`src/hdl/leh_defines.vh`:
```
// Purpose: Shared constants of the link error event handler.
// Assumes: Word offsets are byte addresses on a 32-bit Wishbone bus.
// Notes:   Definitions only.
`ifndef LEH_DEFINES_VH
`define LEH_DEFINES_VH

// Register byte offsets.
`define LEH_LINK_DET   8'h00
`define LEH_LINK_MASK  8'h04
`define LEH_PORT_STATE 8'h08
`define LEH_LT_DET     8'h0C
`define LEH_LT_EN      8'h10
`define LEH_LT_HADDR   8'h14
`define LEH_LT_ADDR    8'h18
`define LEH_LT_DEVID   8'h1C
`define LEH_LT_CTRL    8'h20
`define LEH_PW_STAT    8'h24
`define LEH_PW_CAP0    8'h28
`define LEH_PW_CAP3    8'h34

// Link detect flag positions.
`define LEH_B_CS_CRC   0
`define LEH_B_CS_ACKID 1
`define LEH_B_NOT_ACC  2
`define LEH_B_PK_ACKID 3
`define LEH_B_PK_CRC   4
`define LEH_B_PK_LEN   5
`define LEH_B_DELIN    6
`define LEH_B_SYNC     7
`define LEH_B_PROTO    8
`define LEH_LINK_W     9

// Port-write status positions.
`define LEH_B_PORT_WRITE_VALID_FLAG   0
`define LEH_B_PORT_WRITE_DISCARDED_FLAG  1

// Reset values.
`define LEH_MASK_RST   9'h000
`define LEH_LT_EN_RST  8'h00

// Cause codes carried with a transmitted packet-not-accepted symbol.
`define LEH_CAUSE_NONE  3'h0
`define LEH_CAUSE_CSCRC 3'h1
`define LEH_CAUSE_ACKID 3'h2
`define LEH_CAUSE_PKCRC 3'h3
`define LEH_CAUSE_LEN   3'h4
`define LEH_CAUSE_DELIN 3'h5
`define LEH_CAUSE_SYNC  3'h6
`define LEH_CAUSE_PROTO 3'h7

`endif

```
`src/hdl/leh_recovery.v`:
```
// Purpose: One direction of error-stopped state and its recovery handshake.
// Assumes: All strobes are one-cycle pulses on the module clock.
// Notes:   Start opens recovery, done from the partner closes it.
`timescale 1ns/100ps
module leh_recovery (
	// Clock and reset.
	input  wire clk_i,
	input  wire srst_i,
	// Events.
	input  wire err_i,
	input  wire resend_i,
	input  wire done_i,
	// State and actions.
	output wire stopped_o,
	output wire start_o,
	output wire finish_o
);
	localparam ST_RUN  = 1'b0;
	localparam ST_STOP = 1'b1;

	reg state_reg;
	reg state_next;
	reg start_reg;
	reg finish_reg;

	// An error while already stopped does not restart the sequence.
	always @* begin
		state_next = state_reg;
		case (state_reg)
			ST_RUN: begin
				if (err_i) begin
					state_next = ST_STOP;
				end
			end
			ST_STOP: begin
				if (done_i) begin
					state_next = ST_RUN;
				end
			end
			default: begin
				state_next = ST_RUN;
			end
		endcase
	end

	// Action pulses are registered so they come out clean.
	always @(posedge clk_i) begin
		if (srst_i) begin
			state_reg  <= ST_RUN;
			start_reg  <= 1'b0;
			finish_reg <= 1'b0;
		end else begin
			state_reg  <= state_next;
			start_reg  <= (state_reg == ST_RUN && err_i) || resend_i;
			finish_reg <= state_reg == ST_STOP && done_i;
		end
	end

	assign stopped_o = state_reg;
	assign start_o   = start_reg;
	assign finish_o  = finish_reg;
endmodule

```
`src/hdl/leh_sticky.v`:
```
// Purpose: Bank of sticky flags, set by hardware, cleared by writing one.
// Assumes: Set and clear strobes are on the module clock.
// Notes:   A set in the same cycle as its clear wins.
`timescale 1ns/100ps
module leh_sticky #(
	parameter W = 8
) (
	// Clock and reset.
	input  wire         clk_i,
	input  wire         srst_i,
	// Set and clear strobes.
	input  wire [W-1:0] set_i,
	input  wire [W-1:0] clr_i,
	// Flags.
	output wire [W-1:0] q_o
);
	reg [W-1:0] q_reg;
	genvar g;

	// Each flag holds until cleared; a fresh event is never lost to a clear.
	generate
		for (g = 0; g < W; g = g + 1) begin : g_bit
			always @(posedge clk_i) begin
				if (srst_i) begin
					q_reg[g] <= 1'b0;
				end else if (set_i[g]) begin
					q_reg[g] <= 1'b1;
				end else if (clr_i[g]) begin
					q_reg[g] <= 1'b0;
				end
			end
		end
	endgenerate

	assign q_o = q_reg;
endmodule

```
`src/hdl/leh_top.v`:
```
// Function
// Input-side errors stop input, run recovery, flag.
// Bad-ackID or not-accepted symbol stops output, flags.
// Sync loss: stop input, send cause, flag, recover.
// Recovery finishes in hardware, no software step.
// Logical errors flag source and capture context.
// Captures stay locked until flags cleared or disabled.
// Received port-write stored in four capture words.
// Valid and discard flags clear by writing one.
// Stomp or end-of-packet outside packet stops input.
// Link error flags hold until software clears.
//
// Purpose: Link error detection, reaction and capture for a serial port.
// Assumes: Link event inputs are one-cycle pulses from logic on CLK_I.
// Notes:   Registers on classic Wishbone, 32-bit, ack one cycle after request.
//
// The implementer's own choices: the register offsets and the Wishbone register port.
`timescale 1ns/100ps
`include "leh_defines.vh"
module leh_top (
	// Clock and reset.
	input  wire        CLK_I,
	input  wire        SRST_I,
	// Wishbone slave.
	input  wire        CYC_I,
	input  wire        STB_I,
	input  wire        WE_I,
	input  wire [7:0]  ADR_I,
	input  wire [3:0]  SEL_I,
	input  wire [31:0] DAT_I,
	output wire [31:0] DAT_O,
	output wire        ACK_O,
	// Interrupt.
	output wire        IRQ_O,
	// Detected link errors.
	input  wire        CS_CRC_ERR_I,
	input  wire        CS_BAD_ACKID_I,
	input  wire        NOT_ACCEPTED_RX_I,
	input  wire        PKT_BAD_ACKID_I,
	input  wire        PACKET_CRC_FAULT_FLAG_I,
	input  wire        PKT_BAD_LENGTH_I,
	input  wire        ILLEGAL_CHAR_I,
	input  wire        IDLE1_ERR_I,
	input  wire        SYNC_LOST_I,
	input  wire        STOMP_RX_I,
	input  wire        EOP_RX_I,
	input  wire        PKT_ACTIVE_I,
	// Recovery handshake with the partner.
	input  wire        LINK_REQ_RX_I,
	input  wire        LINK_RESP_RX_I,
	output wire        IN_STOPPED_O,
	output wire        OUT_STOPPED_O,
	output wire        SEND_PNA_O,
	output wire [2:0]  PNA_CAUSE_O,
	output wire        SEND_LINK_RESP_O,
	output wire        SEND_LINK_REQ_O,
	output wire        OUT_RESUME_O,
	// Logical and transport errors.
	input  wire [7:0]  LT_ERR_I,
	input  wire [31:0] LT_HADDR_I,
	input  wire [31:0] LT_ADDR_I,
	input  wire [31:0] LT_DEVID_I,
	input  wire [31:0] LT_CTRL_I,
	// Received port-write.
	input  wire        PW_RX_I,
	input  wire [31:0] PW_WORD0_I,
	input  wire [31:0] PW_WORD1_I,
	input  wire [31:0] PW_WORD2_I,
	input  wire [31:0] PW_WORD3_I
);
	wire [`LEH_LINK_W-1:0] link_set;
	wire [`LEH_LINK_W-1:0] link_flags;
	wire [`LEH_LINK_W-1:0] link_clr;
	wire [7:0]             lt_set;
	wire [7:0]             lt_clr;
	wire [7:0]             lt_flags;
	wire [1:0]             pw_set;
	wire [1:0]             pw_clr;
	wire [1:0]             pw_flags;
	wire                   proto_err;
	wire                   in_err;
	wire                   out_err;
	wire                   in_start;
	wire                   wb_req;
	wire                   wr_en;
	wire [31:0]            wmask;
	wire [31:0]            wdat;
	wire                   lt_locked;
	wire                   lt_capture;
	reg  [`LEH_LINK_W-1:0] mask_reg;
	reg  [7:0]             lt_en_reg;
	reg  [31:0]            lt_haddr_reg;
	reg  [31:0]            lt_addr_reg;
	reg  [31:0]            lt_devid_reg;
	reg  [31:0]            lt_ctrl_reg;
	reg  [31:0]            pw_cap_reg [0:3];
	reg  [2:0]             cause_reg;
	reg  [2:0]             cause_next;
	reg  [31:0]            rdat_reg;
	reg  [31:0]            rdat_next;
	reg                    ack_reg;
	reg                    irq_reg;

	// Byte enables widened to a bit mask for partial writes.
	function [31:0] sel_mask;
		input [3:0] sel;
		begin
			sel_mask = {{8{sel[3]}}, {8{sel[2]}}, {8{sel[1]}}, {8{sel[0]}}};
		end
	endfunction

	// A write hit on one register offset.
	function hit;
		input [7:0] adr;
		input [7:0] off;
		begin
			hit = adr == off;
		end
	endfunction

	// Bus request; writes land on the edge that raises ack.
	assign wb_req = CYC_I && STB_I && !ack_reg;
	assign wr_en  = wb_req && WE_I;
	assign wmask  = sel_mask(SEL_I);
	assign wdat   = DAT_I & wmask;

	// Stomp or end-of-packet with nothing in flight is a protocol fault.
	assign proto_err = (STOMP_RX_I || EOP_RX_I) && !PKT_ACTIVE_I;

	// Link event flags, one per error class; both character faults share one.
	assign link_set[`LEH_B_CS_CRC]   = CS_CRC_ERR_I;
	assign link_set[`LEH_B_CS_ACKID] = CS_BAD_ACKID_I;
	assign link_set[`LEH_B_NOT_ACC]  = NOT_ACCEPTED_RX_I;
	assign link_set[`LEH_B_PK_ACKID] = PKT_BAD_ACKID_I;
	assign link_set[`LEH_B_PK_CRC]   = PACKET_CRC_FAULT_FLAG_I;
	assign link_set[`LEH_B_PK_LEN]   = PKT_BAD_LENGTH_I;
	assign link_set[`LEH_B_DELIN]    = ILLEGAL_CHAR_I || IDLE1_ERR_I;
	assign link_set[`LEH_B_SYNC]     = SYNC_LOST_I;
	assign link_set[`LEH_B_PROTO]    = proto_err;
	assign link_clr = (wr_en && hit(ADR_I, `LEH_LINK_DET)) ?
		wdat[`LEH_LINK_W-1:0] : {`LEH_LINK_W{1'b0}};

	// Flags persist so several error classes can be seen together.
	leh_sticky #(
		.W (`LEH_LINK_W)
	) u_link_flags (
		.clk_i  (CLK_I),
		.srst_i (SRST_I),
		.set_i  (link_set),
		.clr_i  (link_clr),
		.q_o    (link_flags)
	);

	// Input-side errors all funnel into the input error-stopped state.
	assign in_err = CS_CRC_ERR_I || PKT_BAD_ACKID_I || PACKET_CRC_FAULT_FLAG_I ||
		PKT_BAD_LENGTH_I || ILLEGAL_CHAR_I || IDLE1_ERR_I ||
		SYNC_LOST_I || proto_err;
	assign out_err = CS_BAD_ACKID_I || NOT_ACCEPTED_RX_I;

	// Input recovery: not-accepted out, wait for link-request, answer it.
	// Sync loss while already stopped still sends its own not-accepted.
	leh_recovery u_in_rec (
		.clk_i     (CLK_I),
		.srst_i    (SRST_I),
		.err_i     (in_err),
		.resend_i  (SYNC_LOST_I && IN_STOPPED_O),
		.done_i    (LINK_REQ_RX_I),
		.stopped_o (IN_STOPPED_O),
		.start_o   (in_start),
		.finish_o  (SEND_LINK_RESP_O)
	);

	// Output recovery: link-request out, resume on the link-response.
	leh_recovery u_out_rec (
		.clk_i     (CLK_I),
		.srst_i    (SRST_I),
		.err_i     (out_err),
		.resend_i  (1'b0),
		.done_i    (LINK_RESP_RX_I),
		.stopped_o (OUT_STOPPED_O),
		.start_o   (SEND_LINK_REQ_O),
		.finish_o  (OUT_RESUME_O)
	);

	// Cause given with the not-accepted symbol; sync loss takes priority.
	always @* begin
		cause_next = cause_reg;
		if (SYNC_LOST_I) begin
			cause_next = `LEH_CAUSE_SYNC;
		end else if (!IN_STOPPED_O) begin
			if (CS_CRC_ERR_I) begin
				cause_next = `LEH_CAUSE_CSCRC;
			end else if (PKT_BAD_ACKID_I) begin
				cause_next = `LEH_CAUSE_ACKID;
			end else if (PACKET_CRC_FAULT_FLAG_I) begin
				cause_next = `LEH_CAUSE_PKCRC;
			end else if (PKT_BAD_LENGTH_I) begin
				cause_next = `LEH_CAUSE_LEN;
			end else if (ILLEGAL_CHAR_I || IDLE1_ERR_I) begin
				cause_next = `LEH_CAUSE_DELIN;
			end else if (proto_err) begin
				cause_next = `LEH_CAUSE_PROTO;
			end
		end
	end

	// Cause stays stable alongside the registered not-accepted strobe.
	always @(posedge CLK_I) begin
		if (SRST_I) begin
			cause_reg <= `LEH_CAUSE_NONE;
		end else begin
			cause_reg <= cause_next;
		end
	end

	assign SEND_PNA_O  = in_start;
	assign PNA_CAUSE_O = cause_reg;

	// Logical and transport detection; only enabled sources are recorded.
	assign lt_set = LT_ERR_I & lt_en_reg;
	assign lt_clr = (wr_en && hit(ADR_I, `LEH_LT_DET)) ? wdat[7:0] : 8'h00;

	leh_sticky #(
		.W (8)
	) u_lt_flags (
		.clk_i  (CLK_I),
		.srst_i (SRST_I),
		.set_i  (lt_set),
		.clr_i  (lt_clr),
		.q_o    (lt_flags)
	);

	// Lock holds while any enabled flag is up; clearing or disabling frees it.
	assign lt_locked  = |(lt_flags & lt_en_reg);
	assign lt_capture = |lt_set && !lt_locked;

	// Context of the first offending transaction is kept until unlocked.
	always @(posedge CLK_I) begin
		if (SRST_I) begin
			lt_haddr_reg <= 32'h0000_0000;
			lt_addr_reg  <= 32'h0000_0000;
			lt_devid_reg <= 32'h0000_0000;
			lt_ctrl_reg  <= 32'h0000_0000;
		end else if (lt_capture) begin
			lt_haddr_reg <= LT_HADDR_I;
			lt_addr_reg  <= LT_ADDR_I;
			lt_devid_reg <= LT_DEVID_I;
			lt_ctrl_reg  <= LT_CTRL_I;
		end
	end

	// A port-write arriving while one is still pending is dropped and noted.
	assign pw_set[`LEH_B_PORT_WRITE_VALID_FLAG]  = PW_RX_I && !pw_flags[`LEH_B_PORT_WRITE_VALID_FLAG];
	assign pw_set[`LEH_B_PORT_WRITE_DISCARDED_FLAG] = PW_RX_I && pw_flags[`LEH_B_PORT_WRITE_VALID_FLAG];
	assign pw_clr = (wr_en && hit(ADR_I, `LEH_PW_STAT)) ? wdat[1:0] : 2'h0;

	leh_sticky #(
		.W (2)
	) u_pw_flags (
		.clk_i  (CLK_I),
		.srst_i (SRST_I),
		.set_i  (pw_set),
		.clr_i  (pw_clr),
		.q_o    (pw_flags)
	);

	// Capture words are overwritten only by an accepted port-write.
	always @(posedge CLK_I) begin
		if (pw_set[`LEH_B_PORT_WRITE_VALID_FLAG]) begin
			pw_cap_reg[0] <= PW_WORD0_I;
			pw_cap_reg[1] <= PW_WORD1_I;
			pw_cap_reg[2] <= PW_WORD2_I;
			pw_cap_reg[3] <= PW_WORD3_I;
		end
	end

	// Writable control: interrupt mask and logical error enables.
	always @(posedge CLK_I) begin
		if (SRST_I) begin
			mask_reg  <= `LEH_MASK_RST;
			lt_en_reg <= `LEH_LT_EN_RST;
		end else if (wr_en) begin
			if (hit(ADR_I, `LEH_LINK_MASK)) begin
				mask_reg <= (mask_reg & ~wmask[`LEH_LINK_W-1:0]) | wdat[`LEH_LINK_W-1:0];
			end
			if (hit(ADR_I, `LEH_LT_EN)) begin
				lt_en_reg <= (lt_en_reg & ~wmask[7:0]) | wdat[7:0];
			end
		end
	end

	// Read multiplexer; unmapped offsets read as zero.
	always @* begin
		rdat_next = 32'h0000_0000;
		case (ADR_I)
			`LEH_LINK_DET:   rdat_next[`LEH_LINK_W-1:0] = link_flags;
			`LEH_LINK_MASK:  rdat_next[`LEH_LINK_W-1:0] = mask_reg;
			`LEH_PORT_STATE: rdat_next[1:0] = {OUT_STOPPED_O, IN_STOPPED_O};
			`LEH_LT_DET:     rdat_next[7:0] = lt_flags;
			`LEH_LT_EN:      rdat_next[7:0] = lt_en_reg;
			`LEH_LT_HADDR:   rdat_next = lt_haddr_reg;
			`LEH_LT_ADDR:    rdat_next = lt_addr_reg;
			`LEH_LT_DEVID:   rdat_next = lt_devid_reg;
			`LEH_LT_CTRL:    rdat_next = lt_ctrl_reg;
			`LEH_PW_STAT:    rdat_next[1:0] = pw_flags;
			default: begin
				if (ADR_I >= `LEH_PW_CAP0 && ADR_I <= `LEH_PW_CAP3 && ADR_I[1:0] == 2'h0) begin
					rdat_next = pw_cap_reg[ADR_I[3:2] - 2'h2];
				end
			end
		endcase
	end

	// Ack every access one cycle after the request, then drop for a cycle.
	// Interrupt is registered to keep the pin glitch free.
	always @(posedge CLK_I) begin
		if (SRST_I) begin
			ack_reg  <= 1'b0;
			rdat_reg <= 32'h0000_0000;
			irq_reg  <= 1'b0;
		end else begin
			ack_reg  <= wb_req;
			irq_reg  <= |(link_flags & mask_reg);
			if (wb_req) begin
				rdat_reg <= rdat_next;
			end
		end
	end

	assign ACK_O = ack_reg;
	assign DAT_O = rdat_reg;
	assign IRQ_O = irq_reg;
endmodule
```
`config.mk`:
```
export PLATFORM = sky130hd
export DESIGN_NAME = leh_top
export DESIGN_NICKNAME = d
export VERILOG_FILES = /design/src/hdl/leh_recovery.v /design/src/hdl/leh_sticky.v /design/src/hdl/leh_top.v
export VERILOG_INCLUDE_DIRS = /design/src /design/src/hdl
export SDC_FILE = /design/constraint.sdc
export NUM_CORES = 1
export LEC_CHECK = 0
export BUFFER_PORTS_ARGS = -buffer_cell sky130_fd_sc_hd__buf_2
export CAP_MARGIN = 20
export CORE_ASPECT_RATIO = 1.25
export CORE_UTILIZATION = 55
export CTS_BUF_LIST = sky130_fd_sc_hd__clkbuf_2
export CTS_CLUSTER_DIAMETER = 100
export DETAILED_ROUTE_END_ITERATION = 8
export PLACE_DENSITY = 0.83
export SLEW_MARGIN = 20
export SYNTH_ARGS = -nofsm -noshare
export SYNTH_HDL_FRONTEND = slang
export SYNTH_SLANG_ARGS = --single-unit
```
`constraint.sdc`:
```
create_clock -name CLK_I -period 20.3 [get_ports CLK_I]
set_input_delay 1.015 -clock CLK_I [delete_from_list [all_inputs] [get_ports CLK_I]]
set_output_delay 1.015 -clock CLK_I [all_outputs]
set_load 0.005 [all_outputs]
```
==> metrics.yaml, run 1 <==
status: "completed"
required_ps: 20970
overflow: 0
cts.sinks: 335
synth_top_area_share: 0.311
p_leak_uw: 0.00614
syn2layout_area_growth_pct: 20.2
syn_area_mm2: 0.0133
initialDrtViolationCount: 972
place_congestion: 0.928
largest_register_ffs: 128
finalMaxSlewViolations: 0
hp-class: "input port to flip-flop"
cts_tree: "yes"
cp.arrival_ps: 3760
dp_slack_ps: 16430
criticalPathCategory: "input port to flip-flop"
postCtsSetupRepairBufs: 0
yosysSeqAreaShare: 0.600
rsz0062_at_grt: "no"
coreArea_mm2: 0.0237
grt_max_degree: 126
rows: 63
switchingPower_uw: 327
timing.setup.tns_ps: 0
cts_root_buffer: "clkbuf_2"
place_area_mm2: 0.0152
grt_usage: 0.306
insertion_delay_ps: 870
drc_errors: 0
yosysWarnings: 0
final_antenna_net_count: 0
maxSlewHeadroom: 0.261
period_share: 0.152
ys_types: 50
intPower_uw: 937
die_area_mm2: 0.0248
finalSetupViolCount: 0
die_h_um: 176
startpoint: "ADR_I[3]"
vdd_drop_max_mv: 0.0536
viasPerCell: 5.62
fin_cells: 2016
dr_total_vias: 11337
cap_violations: 0
yosys-top-cells-area: "dfxtp_1 (31%), edfxtp_1 (29%), nand2_1 (8.4%)"
synthArstFlopShare: 0
fin_crit_ps: 3090
synth.most_common_cell: "nand2_1"
nNetsFinal: 1944
power_frac_seq: 0.577
initial_utilization: 0.561
fin_skew_ps: 51.8
dpl.hpwl_um: 26000
fmax_ghz: 0.324
postCtsHoldBufs: 0
worstMarginPinSlew_ps: 1110
numPlacedInstances: 1860
io_buffers: 345
htreeDepth: 3
cts.reportedPaths.clkPinSlew_ps: 120
ios: 371
avgSynthCellArea_um2: 10.5
yosys_most_used_dff: "dfxtp_1"
synth_edf_count: 128
routed_wl_um: 37900
fin_ws_ps: 17210
powerDensity_mw_per_mm2: 79.0
antenna_found_initial: 15
synthTopCellsByCount: "nand2_1 (298), dfxtp_1 (207), a21oi_1 (178)"
fp.dieW_um: 141
dr.pass1.iters: 5
wl_per_cell_um: 18.8
hold_viol_final: 0
critPathCaptureType: "flip-flop"
synth_seq_cells: 335
ff2ff_path_depth: 6
final_area_mm2: 0.0160
syn_inst: 1270
synth_top_area_cell: "dfxtp_1"
numCtsBuffers: 78
grt_pass1_vias: 11030
synthesis.nets: 1598
cts_max_path_buffers: 3
p_sw_frac: 0.258
combPwrFrac: 0.079
grt_pass1_wl_um: 57600
critPathMaxFanout: 52
start_kind: "input port"
p_clk_frac: 0.344
cts_resized: 0
timing.rr.end: "lt_ctrl_reg[14]"
rrSetupSlack_ps: 17490
drive_gt1_frac: 0.318
logic make-up after synthesis:
logic type	share of synthesized area
multiplexers	0.0860
AO/OA/AOI/OAI	0.146
flip-flops	0.600
XOR/XNOR	0.000658
buffers and inverters	0.0295
AND/OR/NAND/NOR	0.137
how the worst min path moves through the flow:
stage	startpoint	slack, ps	cells past startpoint	to
floorplan	lt_devid_reg[3]	430	2	lt_devid_reg[3]
global placement	lt_addr_reg[24]	440	2	lt_addr_reg[24]
detailed placement	lt_addr_reg[24]	450	2	lt_addr_reg[24]
CTS	PW_WORD0_I[13]	230	1	pw_cap_reg[0][13]
global route	PW_WORD1_I[14]	230	1	pw_cap_reg[1][14]
finish	PW_WORD3_I[28]	310	1	pw_cap_reg[3][28]
per-stage QoR:
step                power (µW)  hold WS (ps)   util
floorplan                  791           433      -
global placement           840           442  0.641
detailed placement         843           446  0.641
CTS                       1270           230  0.672
global route              1310           231  0.674
finish                    1260           313  0.674
placed cells by master, fill, tap and decap left out, types with 8 or more instances in the layout:
cell        n
a221oi_1   29
clkinv_1   12
nand2_1   298
o21ai_0    16
a22o_1      8
diode_2    15
clkbuf_2  121
mux2i_1    40
edfxtp_1  128
dfxtp_1   207
mux4_2     32
nor2_1     98
nand3_1    10
a21oi_1   178
a211oi_1   32
buf_2     343
buf_4      14
a22oi_1    27
critical path: stages:
cell and delay (ps):
buf_2 100, buf_4 370, nor2b_4 890, nor4b_1 520, and2_1 540, mux2i_1 240
nor2_1 50
metal layers:
metal | track usage | wire length, µm | vias to the layer above
met5 | 0 | 0 | -
met4 | 0.178 | 1910 | 0
met3 | 0.0766 | 3170 | 109
met2 | 0.507 | 18500 | 581
met1 | 0.360 | 14300 | 5325
li1 | - | - | 5322
cell type report:
cell class                 instances  area, µm²
sequential                       335       7990
fill                            1873       7730
multi-input combinational        838       4970
timing repair buffer             359       1850
clock buffer                     121        606
tap                              325        407
clock inverter                    19        119
antenna                           15       37.5
inverter                           4       15.0
power groups by stage:
stage / Sequential, µW / Clock (µW) / Combinational (µW)
6_report: 729 / 434 / 100
4_1_cts: 729 / 445 / 98.8
2_1_floorplan: 745 / 0 / 45.6
5_1_grt: 731 / 476 / 107
3_3_place_gp: 743 / 0 / 97.2
3_5_place_dp: 744 / 0 / 98.3
Note: power is estimated with default switching activity, not from simulation.
==> inputs of run 2 (changes only) <==
--- a/config.mk
+++ b/config.mk
@@ -9,11 +9,11 @@
 export BUFFER_PORTS_ARGS = -buffer_cell sky130_fd_sc_hd__buf_2
 export CAP_MARGIN = 20
 export CORE_ASPECT_RATIO = 1.25
-export CORE_UTILIZATION = 55
+export CORE_UTILIZATION = 54
 export CTS_BUF_LIST = sky130_fd_sc_hd__clkbuf_2
 export CTS_CLUSTER_DIAMETER = 100
 export DETAILED_ROUTE_END_ITERATION = 8
-export PLACE_DENSITY = 0.83
+export PLACE_DENSITY = 0.82
 export SLEW_MARGIN = 20
 export SYNTH_ARGS = -nofsm -noshare
 export SYNTH_HDL_FRONTEND = slang
==> constraint.sdc (replaced) <==
create_clock -name CLK_I -period 3.2 [get_ports CLK_I]
set_input_delay 0.16 -clock CLK_I [delete_from_list [all_inputs] [get_ports CLK_I]]
set_output_delay 0.16 -clock CLK_I [all_outputs]
set_load 0.005 [all_outputs]
==> run 2 against run 1 <==
  * The run now fails in clock tree synthesis
  * Synthesized area is the same
  * Synthesized cell count is the same
==> metrics.yaml, run 2 <==
status: "aborted with a tool error"
failed_stage: "clock tree synthesis"
error: "[ERROR RSZ-0060] Max buffer count reached."
synth.most_common_cell: "nand2_1"
initial_utilization: 0.555  # -0.00553
synth_top_area_share: 0.311  # unchanged
rows: 63  # unchanged
cts_max_path_buffers: 3  # unchanged
place_congestion: 0.971  # +4.6%
cts_root_buffer: "clkbuf_2"
die_h_um: 177  # +0.91%
syn_inst: 1270  # unchanged
io_buffers: 345  # unchanged
synth_edf_count: 128  # unchanged
synthArstFlopShare: 0  # unchanged
htreeDepth: 3  # unchanged
synthTopCellsByCount: "nand2_1 (298), dfxtp_1 (207), a21oi_1 (178)"
synth_seq_cells: 335  # unchanged
ys_types: 50  # unchanged
cts_resized: 0  # unchanged
postCtsSetupRepairBufs: 0  # unchanged
cts.sinks: 335  # unchanged
synthesis.nets: 1598  # unchanged
yosys-top-cells-area: "dfxtp_1 (31%), edfxtp_1 (29%), nand2_1 (8.4%)"
ios: 371  # unchanged
dpl.hpwl_um: 27500  # +5.9%
numCtsBuffers: 79  # +1.3%
avgSynthCellArea_um2: 10.5  # unchanged
dp_slack_ps: 826  # -15610 ps
yosysWarnings: 0  # unchanged
postCtsHoldBufs: 405  # +405
fp.dieW_um: 142  # +0.91%
syn_area_mm2: 0.0133  # unchanged
yosysSeqAreaShare: 0.600  # unchanged
numPlacedInstances: 1880  # +1.1%
synth_top_area_cell: "dfxtp_1"
yosys_most_used_dff: "dfxtp_1"
-- run 2: cell counts after synthesis --
Identical to the previous run, type by type.
-- run 2: through the flow --
stage | util | area (µm²)
detailed placement | 0.643 | 15400
global placement | 0.643 | 15400
floorplan | - | 13300
-- run 2: logic make-up after synthesis --
family          Yosys count  share of synthesized area
compound gates          316                      0.146
xor+xnor                  1                   0.000658
buf+inv                  97                     0.0295
flops                   335                      0.600
mux                      74                     0.0860
simple gates            447                      0.137
==> inputs of run 3 (changes only) <==
--- a/config.mk
+++ b/config.mk
@@ -8,12 +8,9 @@
 export LEC_CHECK = 0
 export BUFFER_PORTS_ARGS = -buffer_cell sky130_fd_sc_hd__buf_2
 export CAP_MARGIN = 20
-export CORE_ASPECT_RATIO = 1.25
-export CORE_UTILIZATION = 54
-export CTS_BUF_LIST = sky130_fd_sc_hd__clkbuf_2
-export CTS_CLUSTER_DIAMETER = 100
+export CORE_UTILIZATION = 40
 export DETAILED_ROUTE_END_ITERATION = 8
-export PLACE_DENSITY = 0.82
+export PLACE_DENSITY_LB_ADDON = 0.15
 export SLEW_MARGIN = 20
 export SYNTH_ARGS = -nofsm -noshare
 export SYNTH_HDL_FRONTEND = slang
==> run 3 against run 2 <==
  * The flow now finishes without violations
==> metrics.yaml, run 3 (synthesis gave the netlist of run 1 again) <==
hp-start: "SEL_I[1]"
dp_slack_ps: 801  # -25.7 ps
fp.dieW_um: 184  # +29%
fmax_ghz: 0.362
finalSetupViolCount: 0
grt_max_degree: 129
coreArea_mm2: 0.0326
status: "completed"
final_area_mm2: 0.0197
grt_pass1_wl_um: 67600
layout_common_cells: "buf_2 (343), nand2_1 (298), dlygate4sd3_1 (292), dfxtp_1 (207), a21oi_1 (178)"
die_h_um: 184  # +3.9%
power_uw: 9880
startpoint: "ACK_O"
rsz0062_at_grt: "no"
die_area_mm2: 0.0340
syn2layout_area_growth_pct: 48.4
drc_errors: 0
r2r-start: "ACK_O"
cts_tree: "yes"
grt_usage: 0.261
cp.arrival_ps: 3160
vdd_drop_max_mv: 0.418
required_ps: 3600
hp-class: "input port to flip-flop"
p_leak_uw: 0.00754
antenna_found_initial: 6
cts.reportedPaths.clkPinSlew_ps: 60
routed_wl_um: 45000
grt_pass1_vias: 12310
hold_viol_final: 0
place_area_mm2: 0.0156  # +1.0%
cap_violations: 0
initial_utilization: 0.408  # -0.147
viasPerCell: 5.15
drive_gt1_frac: 0.250
cts_max_path_buffers: 3  # unchanged
worstMarginPinSlew_ps: 991
dpl.hpwl_um: 28500  # +3.6%
insertion_delay_ps: 520
cts_root_buffer: "clkbuf_16"
fin_crit_ps: 2760
cts.sinks: 335  # unchanged
fin_ws_ps: 436
final_util: 0.605
rows: 66  # +4.8%
fin_skew_ps: 15.6
htreeDepth: 2  # -1
initialDrtViolationCount: 795
numCtsBuffers: 38  # -52%
critPathCaptureType: "flip-flop"
start_kind: "flip-flop"
nNetsFinal: 2214
powerDensity_mw_per_mm2: 500
dr.pass1.iters: 5
ios: 371  # unchanged
criticalPathCategory: "flip-flop to flip-flop"
wl_per_cell_um: 19.1
overflow: 0
timing.setup.tns_ps: 0
critPathMaxFanout: 14
dr_total_vias: 12176
layout_commonest_cell: "buf_2"
finalMaxSlewViolations: 0
place_congestion: 0.893  # -8.0%
final_antenna_net_count: 0
period_share: 0.864
maxSlewHeadroom: 0.333
largest_register_ffs: 128
io_buffers: 345  # unchanged
-- run 3: layer usage --
layer	track usage	share of wire	routed length, µm
met1	0.340	0.43	19400
met2	0.438	0.48	21600
met3	0.0419	0.062	2800
met4	0.0913	0.026	1190
met5	0	0	0
-- run 3: worst max-delay path, cell delays in order (launching register included) --
cell	delay (ps)
dfxtp_1	340
nand3b_1	280
buf_4	270
nor4_1	870
nand2_1	130
nand2_1	110
a21oi_1	60
dlygate4sd3_1	580
-- run 3: worst paths after layout --
kind	to	slack [ps]	cells after the start
min	u_link_flags.q_o[8]	60	4
min reg2reg	lt_haddr_reg[15]	450	2
max	u_lt_flags.q_o[5]	440	7
max reg2reg	u_lt_flags.q_o[5]	440	7
-- run 3: what timing repair did --
action | in CTS | in global routing
gates resized for setup | 0 | 0
hold buffers | 292 | 0
endpoints found under the setup margin | 0 | 0
endpoints found under the hold margin | 301 | 0
setup buffers | 0 | 0
-- run 3: cell type report --
cell class                 instances  area [µm²]
fill                            2740       12900
sequential                       335        7990
timing repair buffer             669        4970
multi-input combinational        838        4970
clock buffer                      56        1140
tap                              442         553
clock inverter                    13        90.1
inverter                           4        15.0
antenna                            6        15.0
-- run 3: per-stage QoR --
| step | hold slack (ps) | std cells |
|---|---|---|
| detailed placement | 338 | 1996 |
| global placement | 337 | 1996 |
| finish | 56.2 | 2363 |
| floorplan | 243 | 1270 |
| global route | 61.8 | 2363 |
| CTS | 33.4 | 2357 |
-- run 3: where the power goes --
part / total, µW / leakage, µW / switching, µW / internal (µW)
logic: 962 / 0.00404 / 427 / 534
registers: 4630 / 0.00290 / 55.7 / 4580
clock network: 4280 / 0.000610 / 1730 / 2560
total: 9880 / 0.00754 / 2210 / 7670
==> inputs of run 4 (changes only) <==
--- a/config.mk
+++ b/config.mk
@@ -10,6 +10,7 @@
 export CAP_MARGIN = 20
 export CORE_UTILIZATION = 40
 export DETAILED_ROUTE_END_ITERATION = 8
+export MAX_ROUTING_LAYER = met4
 export PLACE_DENSITY_LB_ADDON = 0.15
 export SLEW_MARGIN = 20
 export SYNTH_ARGS = -nofsm -noshare
==> run 4 against run 3 <==
  * Global-route usage up 0.82 points
  * Highest routed layer unchanged
  * Critical endpoint unchanged
  * Hold slack worse by 16 ps
  * Non-clock buffer count unchanged
  * Register-to-register slack better by 30 ps
  * Clock skew fell by 0.88 ps
  * Fmax up 1.2%
==> metrics.yaml, run 4 (synthesis gave the netlist of run 1 again) <==
fin_cells: 2363  # unchanged
rsz0062_at_grt: "no"
drive_gt1_frac: 0.250  # unchanged
critPathCaptureType: "flip-flop"
switchingPower_uw: 2210  # -0.11%
io_buffers: 345  # unchanged
fin_skew_ps: 14.7  # -0.882 ps
insertion_delay_ps: 520  # about the same
fp.dieW_um: 184  # unchanged
antenna_found_initial: 6  # unchanged
timing.setup.tns_ps: 0  # unchanged
power_frac_seq: 0.469  # about the same
cp.arrival_ps: 3130  # -30 ps
cp_num_cells: 7  # unchanged
cts_max_path_buffers: 3  # unchanged
max_stage_delay_ps: 860  # about the same
finalSetupViolCount: 0  # unchanged
criticalPathCategory: "flip-flop to flip-flop"
largest_register_ffs: 128  # unchanged
overflow: 0  # unchanged
endpoint: "u_lt_flags.q_o[5]"
combPwrFrac: 0.097  # about the same
finalMaxSlewViolations: 0  # unchanged
initialDrtViolationCount: 778  # -2.1%
cts_root_buffer: "clkbuf_16"
p_clk_frac: 0.433  # about the same
critPathMostFrequentCell: "nand2_1"
numCtsBuffers: 38  # unchanged
dr_total_vias: 12214  # +0.31%
grt_max_degree: 129  # unchanged
startpoint: "ACK_O"
die_h_um: 184  # unchanged
routed_wl_um: 45100  # about the same
rrSetupSlack_ps: 470  # +30 ps
hold_viol_final: 0  # unchanged
hp-start: "SEL_I[1]"
vdd_drop_max_mv: 0.411  # -1.8%
p_leak_uw: 0.00754  # unchanged
final_area_mm2: 0.0197  # unchanged
cp_slowest_cell: "nor4_1"
ios: 371  # unchanged
cap_violations: 0  # unchanged
initial_utilization: 0.408  # unchanged
rows: 66  # unchanged
cts.reportedPaths.clkPinSlew_ps: 60  # about the same
worst-path-buf-inv: 2  # unchanged
dpl.hpwl_um: 28500  # unchanged
cts_tree: "yes"
start_kind: "flip-flop"
worstMarginPinSlew_ps: 972  # -19.4 ps
intPower_uw: 7670  # about the same
status: "completed"
dr.pass1.iters: 5  # unchanged
r2r-start: "ACK_O"
timing.rr.end: "u_lt_flags.q_o[5]"
critPathMaxFanout: 14  # unchanged
hp-class: "input port to flip-flop"
grt_pass1_vias: 12275  # -0.28%
powerDensity_mw_per_mm2: 500  # about the same
crit_chain: "nand3b_1 > buf_4 > nor4_1 > nand2_1 > nand2_1 > a21oi_1 > dlygate4sd3_1"
maxSlewHeadroom: 0.346  # +0.0131
numPlacedInstances: 1996  # unchanged
drc_errors: 0  # unchanged
final_antenna_net_count: 0  # unchanged
viasPerCell: 5.17  # +0.31%
ff2ff_path_depth: 7  # unchanged
htreeDepth: 2  # unchanged
nNetsFinal: 2214  # unchanged
cts_resized: 0  # unchanged
coreArea_mm2: 0.0326  # unchanged
layout_commonest_cell: "buf_2"
p_sw_frac: 0.224  # about the same
fill_cells: 2740  # unchanged
postCtsSetupRepairBufs: 0  # unchanged
place_area_mm2: 0.0156  # unchanged
syn2layout_area_growth_pct: 48.4  # unchanged
grt_usage: 0.269  # +0.00822
period_share: 0.854  # -0.0101
fin_crit_ps: 2730  # -32.2 ps
place_congestion: 0.908  # +1.7%
crit_family: "simple AND/OR/NAND/NOR gates"
final_util: 0.605  # unchanged
cts.sinks: 335  # unchanged
layout_common_cells: "buf_2 (343), nand2_1 (298), dlygate4sd3_1 (292), dfxtp_1 (207), a21oi_1 (178)"
fmax_ghz: 0.366  # +1.2%
wl_per_cell_um: 19.1  # about the same
required_ps: 3600  # about the same
grt_pass1_wl_um: 67700  # +0.14%
die_area_mm2: 0.0340  # unchanged
==> run 4: cell counts in the layout (fill, tap and decap cells not counted) <==
Identical to the previous run, type by type.
==> run 4: worst reg2reg max path, delay by kind of cell, from the launching register on <==
kind,cells,cell delay (ps)
AO/OA/AOI/OAI,1,60
buffers and inverters,2,850
flip-flops,1,340
AND/OR/NAND/NOR,4,1380
==> run 4: how the worst min path moves through the flow <==
| stage | slack [ps] | end | cells past startpoint |
|---|---|---|---|
| floorplan | 240 | PNA_CAUSE_O[0] | 1 |
| global placement | 340 | pw_cap_reg[0][10] | 1 |
| detailed placement | 340 | pw_cap_reg[3][10] | 1 |
| CTS | 30 | flip-flop | 4 |
| global route | 60 | flip-flop | 4 |
| finish | 40 | flip-flop | 4 |
==> run 4: metal layers <==
| layer | vias to the layer above | wire length, µm | GRT usage |
|---|---|---|---|
| li1 | 5817 | - | - |
| met1 | 5867 | 19300 | 0.344 |
| met5 | - | 0 | - |
| met4 | 0 | 1090 | 0.0903 |
| met2 | 450 | 21700 | 0.437 |
| met3 | 80 | 2950 | 0.0387 |
==> run 4: repair_timing <==
action | 4_1_cts | 5_1_grt
hold buffers | 292 | 0
hold endpoints to repair | 301 | 0
endpoints found under the setup margin | 0 | 0
==> run 4: cell type report <==
type	count	area, µm²	share of cell area
antenna	6	15.0	0.000760
clock buffer	56	1140	0.0580
clock inverter	13	90.1	0.00456
inverter	4	15.0	0.000760
multi-input combinational	838	4970	0.252
sequential	335	7990	0.405
tap	442	553	0.0280
timing repair buffer	669	4970	0.252
==> run 4: stage by stage <==
step	hold WS (ps)	setup slack (ps)	power [µW]
after floorplan	243	515	5000
after global placement	337	829	5380
after detailed placement	338	801	5390
after CTS	33.4	487	9930
after global routing	61.8	315	10200
final	40.7	468	9880
==> run 4: power groups by stage <==
stage          Sequential [µW]  Combinational, µW  Clock, µW
3_3_place_gp              4720                663          0
5_1_grt                   4640               1030       4540
3_5_place_dp              4720                667          0
2_1_floorplan             4710                290          0
6_report                  4640                962       4280
4_1_cts                   4630                952       4350
